File: config.mk
export PLATFORM = sky130hd
export DESIGN_NAME = ccuc_top
export DESIGN_NICKNAME = d
export VERILOG_FILES = /design/src/logic/ccuc_top.v
export VERILOG_INCLUDE_DIRS = /design/src /design/src/logic
export SDC_FILE = /design/constraint.sdc
export NUM_CORES = 1
export LEC_CHECK = 0
export ABC_CLOCK_PERIOD_IN_PS = 4200
export BUFFER_PORTS_ARGS = -buffer_cell sky130_fd_sc_hd__buf_4
export CORE_MARGIN = 2
export CORE_UTILIZATION = 60
export DETAILED_ROUTE_END_ITERATION = 6
export PLACE_DENSITY_LB_ADDON = 0.05
export SLEW_MARGIN = 40
export SYNTH_ARGS = -nofsm -noshare
export SYNTH_HDL_FRONTEND = slang
export SYNTH_SLANG_ARGS = --single-unit
File: constraint.sdc
create_clock -name clk_i -period 4.2 [get_ports clk_i]
set_input_delay 0.84 -clock clk_i [delete_from_list [all_inputs] [get_ports clk_i]]
set_output_delay 0.84 -clock clk_i [all_outputs]
set_load 0.05 [all_outputs]
File: src/logic/ccuc_defs.vh
// register map, field positions and reset values of the cascaded capture channel
`ifndef CCUC_DEFS_VH
`define CCUC_DEFS_VH

// register indices; the byte address is four times the index
`define CCUC_IDX_START     16'hf030
`define CCUC_IDX_CTRL      16'hf040
`define CCUC_IDX_MODE      16'hf041
`define CCUC_IDX_IOCTL     16'hf042
`define CCUC_IDX_IRQEN     16'hf044
`define CCUC_IDX_STATUS    16'hf045
`define CCUC_IDX_UCOUNT    16'hf046
`define CCUC_IDX_UCAPT     16'hf048
`define CCUC_IDX_LCOUNT    16'hf056

// start register fields
`define CCUC_LOWER_RUN     2
`define CCUC_UPPER_RUN     1

// control register fields
`define CCUC_CLR_HI        6
`define CCUC_CLR_LO        5
`define CCUC_EDGE_HI       4
`define CCUC_EDGE_LO       3
`define CCUC_SRC_HI        2
`define CCUC_SRC_LO        0
`define CCUC_CLR_CAPTURE   2'h1
`define CCUC_EDGE_RISE     2'h0
`define CCUC_SRC_CASCADE   3'h7

// mode register
`define CCUC_MODE_HI       1
`define CCUC_MODE_LO       0
`define CCUC_MODE_NORMAL   2'h0

// io control register
`define CCUC_IO_HI         3
`define CCUC_IO_LO         0
`define CCUC_IO_CAP_RISE   4'h8

// irq enable and status bit positions
`define CCUC_OVF_BIT       4
`define CCUC_CAP_BIT       0

// reset values, counter maximum and half-word strobe pattern
`define CCUC_COUNT_RST     16'h0000
`define CCUC_CAPT_RST      16'hffff
`define CCUC_MAX_COUNT     16'hffff
`define CCUC_REG8_RST      8'h00
`define CCUC_STRB_HALF     4'h3

`endif

File: src/logic/ccuc_top.v
// upper channel of a cascaded 32-bit capture timer with apb register access
//
// Overview of operation
// lower start bit 2 set lets the lower counter count, clear holds it
// upper start bit 1 set lets the upper counter count, clear stops it
// clear field 01 in control bits 6:5 clears upper counter on capture
// edge field 00 in control bits 4:3 counts on rising source edge
// source field 111 advances upper counter once per lower counter overflow
// mode field 00 places the channel in normal operation
// io field 1000 captures on rising edge of the capture pin
// overflow enable bit 4 gates overflow flag onto its request
// capture enable bit 0 gates capture flag onto its request
// overflow flag bit 4 sets when upper counter wraps ffff to 0000
// overflow flag clears only by zero write after reading it set
// capture flag bit 0 sets when counter is copied to capture register
// capture flag clears only by zero write after reading it set
// software writes can only clear status flags, never set them
// upper counter is software readable, writable, resets to 0000
// software accesses the upper counter only as 16-bit transfers
// upper counter forms bits 31:16 of the cascaded count
// lower counter counts every system clock, its wrap feeds upper counter
// capture register is readable, writable, resets to ffff
// each request is high while its flag and enable are both set
// capture latches counter value before the counter is cleared
//
// The implementer's own choice: the APB register port.
`timescale 1ns/1ps
`default_nettype none
`include "ccuc_defs.vh"

module ccuc_top #(
    parameter CNT_W = 16,
    parameter ADDR_W = 18
) (
    // clock and reset
    input wire clk_i,
    input wire rst_n_i,
    // apb slave
    input wire psel_i,
    input wire penable_i,
    input wire pwrite_i,
    input wire [ADDR_W-1:0] paddr_i,
    input wire [31:0] pwdata_i,
    input wire [3:0] pstrb_i,
    output wire [31:0] prdata_o,
    output wire pready_o,
    output wire pslverr_o,
    // capture pin
    input wire upper_capture_pin_i,
    // interrupt requests and cascaded count
    output wire overflow_irq_request_o,
    output wire capture_irq_request_o,
    output wire [2*CNT_W-1:0] cascade_count_o
);

    reg [31:0] prdata_q;
    reg pready_q;
    reg pslverr_q;

    reg [7:0] start_q;
    reg [7:0] ctrl_q;
    reg [7:0] mode_q;
    reg [7:0] ioctl_q;
    reg [7:0] irqen_q;

    reg [CNT_W-1:0] ucount_q;
    reg [CNT_W-1:0] ucount_d;
    reg [CNT_W-1:0] ucapt_q;
    reg [CNT_W-1:0] lcount_q;

    reg ovf_flag_q;
    reg ovf_flag_d;
    reg cap_flag_q;
    reg cap_flag_d;
    reg ovf_armed_q;
    reg cap_armed_q;
    reg ovf_irq_q;
    reg cap_irq_q;

    reg pin_s1_q;
    reg pin_s2_q;
    reg pin_s3_q;

    reg [31:0] rdata_d;
    reg hit_d;

    wire [ADDR_W-3:0] idx = paddr_i[ADDR_W-1:2];
    wire setup = psel_i & ~penable_i;
    wire access = psel_i & penable_i & pready_q;
    wire wr = access & pwrite_i & ~pslverr_q;
    wire rd = access & ~pwrite_i & ~pslverr_q;
    wire full_half = (pstrb_i[1:0] == `CCUC_STRB_HALF);
    wire is_start = (idx == `CCUC_IDX_START);
    wire is_ctrl = (idx == `CCUC_IDX_CTRL);
    wire is_mode = (idx == `CCUC_IDX_MODE);
    wire is_ioctl = (idx == `CCUC_IDX_IOCTL);
    wire is_irqen = (idx == `CCUC_IDX_IRQEN);
    wire is_status = (idx == `CCUC_IDX_STATUS);
    wire is_ucount = (idx == `CCUC_IDX_UCOUNT);
    wire is_ucapt = (idx == `CCUC_IDX_UCAPT);
    wire is_lcount = (idx == `CCUC_IDX_LCOUNT);

    // per-register write strobes; 8-bit registers need byte lane 0
    wire wr_byte = wr & pstrb_i[0];
    wire wr_half = wr & full_half;
    wire wr_start = wr_byte & is_start;
    wire wr_ctrl = wr_byte & is_ctrl;
    wire wr_mode = wr_byte & is_mode;
    wire wr_ioctl = wr_byte & is_ioctl;
    wire wr_irqen = wr_byte & is_irqen;
    wire wr_status = wr_byte & is_status;
    wire wr_ucapt = wr_half & is_ucapt;
    wire wr_lcount = wr_half & is_lcount;
    // enable as it stands after this edge, so requests follow it at once
    wire [7:0] irqen_d = wr_irqen ? pwdata_i[7:0] : irqen_q;

    wire lower_count_run = start_q[`CCUC_LOWER_RUN];
    wire upper_count_run = start_q[`CCUC_UPPER_RUN];
    wire [1:0] clear_source = {ctrl_q[`CCUC_CLR_HI], ctrl_q[`CCUC_CLR_LO]};
    wire [1:0] count_edge = {ctrl_q[`CCUC_EDGE_HI], ctrl_q[`CCUC_EDGE_LO]};
    wire [2:0] clock_select = ctrl_q[`CCUC_SRC_HI:`CCUC_SRC_LO];
    wire [1:0] mode_sel = {mode_q[`CCUC_MODE_HI], mode_q[`CCUC_MODE_LO]};
    wire [3:0] capture_func = ioctl_q[`CCUC_IO_HI:`CCUC_IO_LO];
    wire normal_mode = (mode_sel == `CCUC_MODE_NORMAL);

    // overflow pulse of the lower counter
    wire lower_wrap = lower_count_run & (lcount_q == `CCUC_MAX_COUNT);
    // only the cascade source with rising edge is wired up in this channel
    wire upper_adv = upper_count_run & normal_mode & lower_wrap
        & (clock_select == `CCUC_SRC_CASCADE)
        & (count_edge == `CCUC_EDGE_RISE);
    // pin edge only looked at after the two-stage synchroniser
    wire pin_rise = pin_s2_q & ~pin_s3_q;
    wire capture = pin_rise & normal_mode & (capture_func == `CCUC_IO_CAP_RISE);
    wire cap_clear = capture & (clear_source == `CCUC_CLR_CAPTURE);
    wire ucount_wr = wr & is_ucount & full_half;
    wire ovf_event = upper_adv & ~cap_clear & ~ucount_wr
        & (ucount_q == `CCUC_MAX_COUNT);

    // capture pin synchroniser, first stage read only by the second
    always @(posedge clk_i or negedge rst_n_i) begin
        if (!rst_n_i) begin
            pin_s1_q <= 1'b0;
        end else begin
            pin_s1_q <= upper_capture_pin_i;
        end
    end

    // second stage and edge-detect delay; both reset to the idle low pin level
    always @(posedge clk_i or negedge rst_n_i) begin
        if (!rst_n_i) begin
            pin_s2_q <= 1'b0;
            pin_s3_q <= 1'b0;
        end else begin
            pin_s2_q <= pin_s1_q;
            pin_s3_q <= pin_s2_q;
        end
    end

    // read mux and address decode
    always @* begin
        rdata_d = 32'h0000_0000;
        hit_d = 1'b1;
        if (is_start) begin
            rdata_d[7:0] = start_q;
        end else if (is_ctrl) begin
            rdata_d[7:0] = ctrl_q;
        end else if (is_mode) begin
            rdata_d[7:0] = mode_q;
        end else if (is_ioctl) begin
            rdata_d[7:0] = ioctl_q;
        end else if (is_irqen) begin
            rdata_d[7:0] = irqen_q;
        end else if (is_status) begin
            rdata_d[`CCUC_OVF_BIT] = ovf_flag_q;
            rdata_d[`CCUC_CAP_BIT] = cap_flag_q;
        end else if (is_ucount) begin
            rdata_d[CNT_W-1:0] = ucount_q;
        end else if (is_ucapt) begin
            rdata_d[CNT_W-1:0] = ucapt_q;
        end else if (is_lcount) begin
            rdata_d[CNT_W-1:0] = lcount_q;
        end else begin
            hit_d = 1'b0;
        end
    end

    // apb handshake: one wait-free access phase, answer registered in setup
    always @(posedge clk_i or negedge rst_n_i) begin
        if (!rst_n_i) begin
            pready_q <= 1'b0;
        end else begin
            pready_q <= setup;
        end
    end

    // unmapped index answers with an error and has no side effect
    always @(posedge clk_i or negedge rst_n_i) begin
        if (!rst_n_i) begin
            pslverr_q <= 1'b0;
        end else begin
            pslverr_q <= setup & ~hit_d;
        end
    end

    // read data sampled in setup, so a read sees flags as of that cycle
    always @(posedge clk_i or negedge rst_n_i) begin
        if (!rst_n_i) begin
            prdata_q <= 32'h0000_0000;
        end else if (setup) begin
            prdata_q <= pwrite_i ? 32'h0000_0000 : rdata_d;
        end
    end

    // configuration registers, one byte each
    always @(posedge clk_i or negedge rst_n_i) begin
        if (!rst_n_i) begin
            start_q <= `CCUC_REG8_RST;
        end else if (wr_start) begin
            start_q <= pwdata_i[7:0];
        end
    end

    always @(posedge clk_i or negedge rst_n_i) begin
        if (!rst_n_i) begin
            ctrl_q <= `CCUC_REG8_RST;
        end else if (wr_ctrl) begin
            ctrl_q <= pwdata_i[7:0];
        end
    end

    always @(posedge clk_i or negedge rst_n_i) begin
        if (!rst_n_i) begin
            mode_q <= `CCUC_REG8_RST;
        end else if (wr_mode) begin
            mode_q <= pwdata_i[7:0];
        end
    end

    always @(posedge clk_i or negedge rst_n_i) begin
        if (!rst_n_i) begin
            ioctl_q <= `CCUC_REG8_RST;
        end else if (wr_ioctl) begin
            ioctl_q <= pwdata_i[7:0];
        end
    end

    always @(posedge clk_i or negedge rst_n_i) begin
        if (!rst_n_i) begin
            irqen_q <= `CCUC_REG8_RST;
        end else begin
            irqen_q <= irqen_d;
        end
    end

    // lower counter, runs on every system clock while started
    always @(posedge clk_i or negedge rst_n_i) begin
        if (!rst_n_i) begin
            lcount_q <= `CCUC_COUNT_RST;
        end else if (wr_lcount) begin
            lcount_q <= pwdata_i[CNT_W-1:0];
        end else if (lower_count_run) begin
            lcount_q <= lcount_q + 1'b1;
        end
    end

    // upper counter next value; software write wins over counting
    always @* begin
        ucount_d = ucount_q;
        if (ucount_wr) begin
            ucount_d = pwdata_i[CNT_W-1:0];
        end else if (cap_clear) begin
            ucount_d = `CCUC_COUNT_RST;
        end else if (upper_adv) begin
            ucount_d = ucount_q + 1'b1;
        end
    end

    // upper counter and capture register
    always @(posedge clk_i or negedge rst_n_i) begin
        if (!rst_n_i) begin
            ucount_q <= `CCUC_COUNT_RST;
            ucapt_q <= `CCUC_CAPT_RST;
        end else begin
            ucount_q <= ucount_d;
            if (capture) begin
                // old count is taken, the clear only shows a cycle later
                ucapt_q <= ucount_q;
            end else if (wr_ucapt) begin
                ucapt_q <= pwdata_i[CNT_W-1:0];
            end
        end
    end

    // overflow flag next value: set wins over the read-then-zero clear
    always @* begin
        ovf_flag_d = ovf_flag_q;
        if (wr_status & ovf_armed_q & ~pwdata_i[`CCUC_OVF_BIT]) begin
            ovf_flag_d = 1'b0;
        end
        // writing one is never a set source
        if (ovf_event) begin
            ovf_flag_d = 1'b1;
        end
    end

    // capture flag next value: set wins over the read-then-zero clear
    always @* begin
        cap_flag_d = cap_flag_q;
        if (wr_status & cap_armed_q & ~pwdata_i[`CCUC_CAP_BIT]) begin
            cap_flag_d = 1'b0;
        end
        if (capture) begin
            cap_flag_d = 1'b1;
        end
    end

    // status flags
    always @(posedge clk_i or negedge rst_n_i) begin
        if (!rst_n_i) begin
            ovf_flag_q <= 1'b0;
        end else begin
            ovf_flag_q <= ovf_flag_d;
        end
    end

    always @(posedge clk_i or negedge rst_n_i) begin
        if (!rst_n_i) begin
            cap_flag_q <= 1'b0;
        end else begin
            cap_flag_q <= cap_flag_d;
        end
    end

    // a read seeing the flag set arms it; any status write disarms
    always @(posedge clk_i or negedge rst_n_i) begin
        if (!rst_n_i) begin
            ovf_armed_q <= 1'b0;
            cap_armed_q <= 1'b0;
        end else if (rd & is_status) begin
            ovf_armed_q <= ovf_flag_q;
            cap_armed_q <= cap_flag_q;
        end else if (wr_status) begin
            ovf_armed_q <= 1'b0;
            cap_armed_q <= 1'b0;
        end
    end

    // next-value form keeps requests in step with flags and enables
    always @(posedge clk_i or negedge rst_n_i) begin
        if (!rst_n_i) begin
            ovf_irq_q <= 1'b0;
        end else begin
            ovf_irq_q <= ovf_flag_d & irqen_d[`CCUC_OVF_BIT];
        end
    end

    always @(posedge clk_i or negedge rst_n_i) begin
        if (!rst_n_i) begin
            cap_irq_q <= 1'b0;
        end else begin
            cap_irq_q <= cap_flag_d & irqen_d[`CCUC_CAP_BIT];
        end
    end

    assign prdata_o = prdata_q;
    assign pready_o = pready_q;
    assign pslverr_o = pslverr_q;
    assign overflow_irq_request_o = ovf_irq_q;
    assign capture_irq_request_o = cap_irq_q;
    assign cascade_count_o = {ucount_q, lcount_q};

endmodule

`default_nettype wire

==> results.py <==
metrics = {
    "layout": {
        "layout_common_cells": "103 x buf_4, 99 x dfrtp_1, 74 x nand2_1",
        "finalNonFillerCells": 857,
        "antennaDiodeCount": 0,
        "finalNetCount": 771,
        "final_common_cell": "buf_4",
        "drive_gt1_share_pct": 29.4,
        "area_growth_pct": 21.1,
    },
    "sta": {
        "slew-limit-headroom_pct": 42.3,
        "slew_viol_final": 0,
        "period_needed_ns": 2.74,
        "finalCritPeriodShare_pct": 65.3,
        "max_freq_mhz": 364,
        "fin_skew_ns": 0.0131,
        "worst_slew_pin_slew_ns": 0.860,
        "tns_ns": 0,
        "finalSetupViolCount": 0,
        "holdWs_ns": 0.325,
        "rsz0062_at_grt": "false",
        "hold_violations": 0,
        "layout_setup_ws_ns": 1.46,
    },
    "clock_network": {
        "holdBufCountCts": 0,
        "cts_buffer_depth": 2,
        "cts.sinks": 115,
        "clk_pin_slew_worst_paths_ns": 0.06,
        "ctsRootBufferMaster": "clkbuf_8",
        "cts_tree": "done",
        "postCtsResizedCells": 0,
        "clock_latency_ns": 0.52,
        "numCtsBuffers": 17,
        "postCtsSetupBuffers": 0,
        "h-tree-depth": 4,
    },
    "critical_path": {
        "r2r-start": "lcount_q[0]$_DFFE_PN0P_",
        "crit_start": "paddr_i[2]",
        "cp_top_family": "simple AND/OR/NAND/NOR gates",
        "setup.worst_path.start_class": "input port",
        "worstPathCellList": "buf_4 > nor4b_4 > nand4_2 > nor2b_1 > buf_4 > and2b_1 > buf_4 > mux2i_1 > a21oi_1",
        "path_common_cell": "buf_4",
        "crit_type": "in -> reg",
        "setup.worst_path.end_class": "flop",
        "r2r_slack_ns": 1.63,
        "reg2reg_depth": 7,
        "arrival_ns": 3.17,
        "critPathMaxStageDelay_ns": 0.38,
        "r2r_end": "overflow_irq_request_o$_DFF_PN0_",
        "worstPathRequired_ns": 4.62,
        "crit_path_end": "ucapt_q[11]$_DFFE_PN1P_",
        "cp.depth": 9,
        "crit_buf_inv": 3,
        "cp_max_fo": 11,
        "cp_slowest_cell": "and2b_1",
    },
    "drt": {
        "wl_um": 18300,
        "antenna_left": 0,
        "drt-initial-drc-count": 586,
        "wl_per_cell_um": 21.3,
        "drc": 0,
        "drtPass1Iterations": 7,
        "dr_total_vias": 5439,
        "vias_per_cell": 6.35,
    },
    "synth": {
        "async_flop_share_pct": 100,
        "synth.distinct_cells": 74,
        "netlist_instances": 621,
        "synth-main-ff-cell": "dfrtp_1",
        "synth_area_um2": 6300,
        "synthTopCellsByArea": "dfrtp_1 39%, mux2_2 7.0%, dfstp_2 6.7%",
        "synth_edf_count": 0,
        "synth_seq_cells": 115,
        "syn_area_per_cell_um2": 10.1,
        "yosys_warnings": 0,
        "yosysTopAreaCellShare_pct": 39.3,
        "synth-seq-area-share_pct": 46.0,
        "yosys.area.top_type": "dfrtp_1",
    },
    "place": {
        "placedCellCount": 825,
        "gp_congestion": 0.907,
        "dp_hpwl_um": 12800,
        "numPortBuffers": 91,
        "dp_worst_setup_slack_ns": 0.979,
    },
    "flow_run": {
        "drv_cap": 0,
    },
    "pwr": {
        "power.leakage_nw": 3.13,
        "power_density_nw_per_um2": 358,
        "p_switching_w": 0.000619,
        "vdd.ir_drop.worst_mv": 0.404,
        "p_int_w": 0.00211,
        "pwr-share-comb_pct": 5.4,
        "clkPwrFrac_pct": 53.8,
        "p_seq_share_pct": 40.7,
        "p_sw_share_pct": 22.7,
    },
    "die": {
        "start_util_pct": 61.3,
        "die_w_um": 106,
        "rows": 37,
        "dieArea_um2": 11300,
        "core_area_um2": 10300,
        "fp.dieH_um": 106,
        "io_pins": 128,
    },
    "global_route": {
        "grt_antenna_before_repair": 0,
        "grt_pass1_vias": 5463,
        "track_usage_pct": 34.2,
        "grt_max_degree": 71,
        "grt_pass1_wl_um": 29400,
        "overflow": 0,
    },
    "status": {
        "status": "complete, no violations",
    },
    "hold_path": {
        "min_path_type": "in -> async",
    },
}
==> cells by family after synthesis <==
group	synth area share, %
and+or+nand+nor	18.6
other	0.0595
adders and majority gates	0.397
xor gates and xnor gates	3.89
muxes	10.5
DFF	46.0
AOI/OAI and AO/OA	15.6
buffers and inverters	4.98
==> registers in the layout, summed over array words and instances (netlist names), 8 cells and up <==
| register | cells |
|---|---|
| ucount_q | 16 |
| start_q | 8 |
| ucapt_q | 16 |
| lcount_q | 16 |
| prdata_o | 16 |
| irqen_q | 8 |
| ioctl_q | 8 |
| ctrl_q | 8 |
| mode_q | 8 |
==> cell type report <==
| class | count | area, um^2 |
|---|---|---|
| multi-input combinational | 465 | 3140 |
| sequential | 115 | 2900 |
| fill | 765 | 2650 |
| timing repair buffer | 104 | 793 |
| clock buffer | 22 | 473 |
| tap | 136 | 170 |
| clock inverter | 9 | 129 |
| inverter | 6 | 22.5 |
==> synth_stat cells, drive strengths merged (5+ instances only) <==
cell type	instances
a222oi	8
mux2	41
mux2i	19
o21ai	41
dfrtp	99
o31a	6
and3	5
a22oi	21
nor3b	6
clkbuf	15
a21oi	29
xnor2	11
nor3	16
dfstp	16
a221oi	6
a31oi	8
nor2	45
xor2	17
nor4	6
nand2	74
o221ai	6
inv	6
buf	35
nand4	11
nand3	18
==> per-layer routing <==
metal  routed length, um  track usage (%)
met4                 518             14.7
met3                1340             7.05
met5                   0                0
met2                9250             56.3
met1                7180             44.1
==> power by group through the flow <==
stage | clock network [W] | logic [W] | registers, W
floorplan | 0 | 0.0000762 | 0.00114
global placement | 0 | 0.000145 | 0.00113
detailed placement | 0 | 0.000147 | 0.00113
CTS | 0.00149 | 0.000148 | 0.00111
global route | 0.00154 | 0.000159 | 0.00111
finish | 0.00147 | 0.000148 | 0.00111
==> worst min path at each step <==
stage / endpoint / slack, ns / startpoint
2_1_floorplan: pin_s2_q$_DFF_PN0_ / 0.33 / pin_s1_q$_DFF_PN0_
3_3_place_gp: pin_s2_q$_DFF_PN0_ / 0.34 / pin_s1_q$_DFF_PN0_
3_5_place_dp: pin_s2_q$_DFF_PN0_ / 0.35 / pin_s1_q$_DFF_PN0_
4_1_cts: irqen_q[4]$_DFF_PN0_ / 0.34 / rst_n_i
5_1_grt: prdata_o[14]$_DFFE_PN0P_ / 0.36 / rst_n_i
6_report: prdata_o[14]$_DFFE_PN0P_ / 0.32 / rst_n_i
==> metrics by stage <==
stage          cell area [um^2]  total power (W)  utilization, %
3_3_place_gp               7020          0.00128            68.3
6_report                   7630          0.00273            74.2
2_1_floorplan              6360          0.00121               -
4_1_cts                    7620          0.00275            74.2
5_1_grt                    7630          0.00281            74.2
3_5_place_dp               7020          0.00128            68.3
Note: power is estimated with default switching activity, not from simulation.
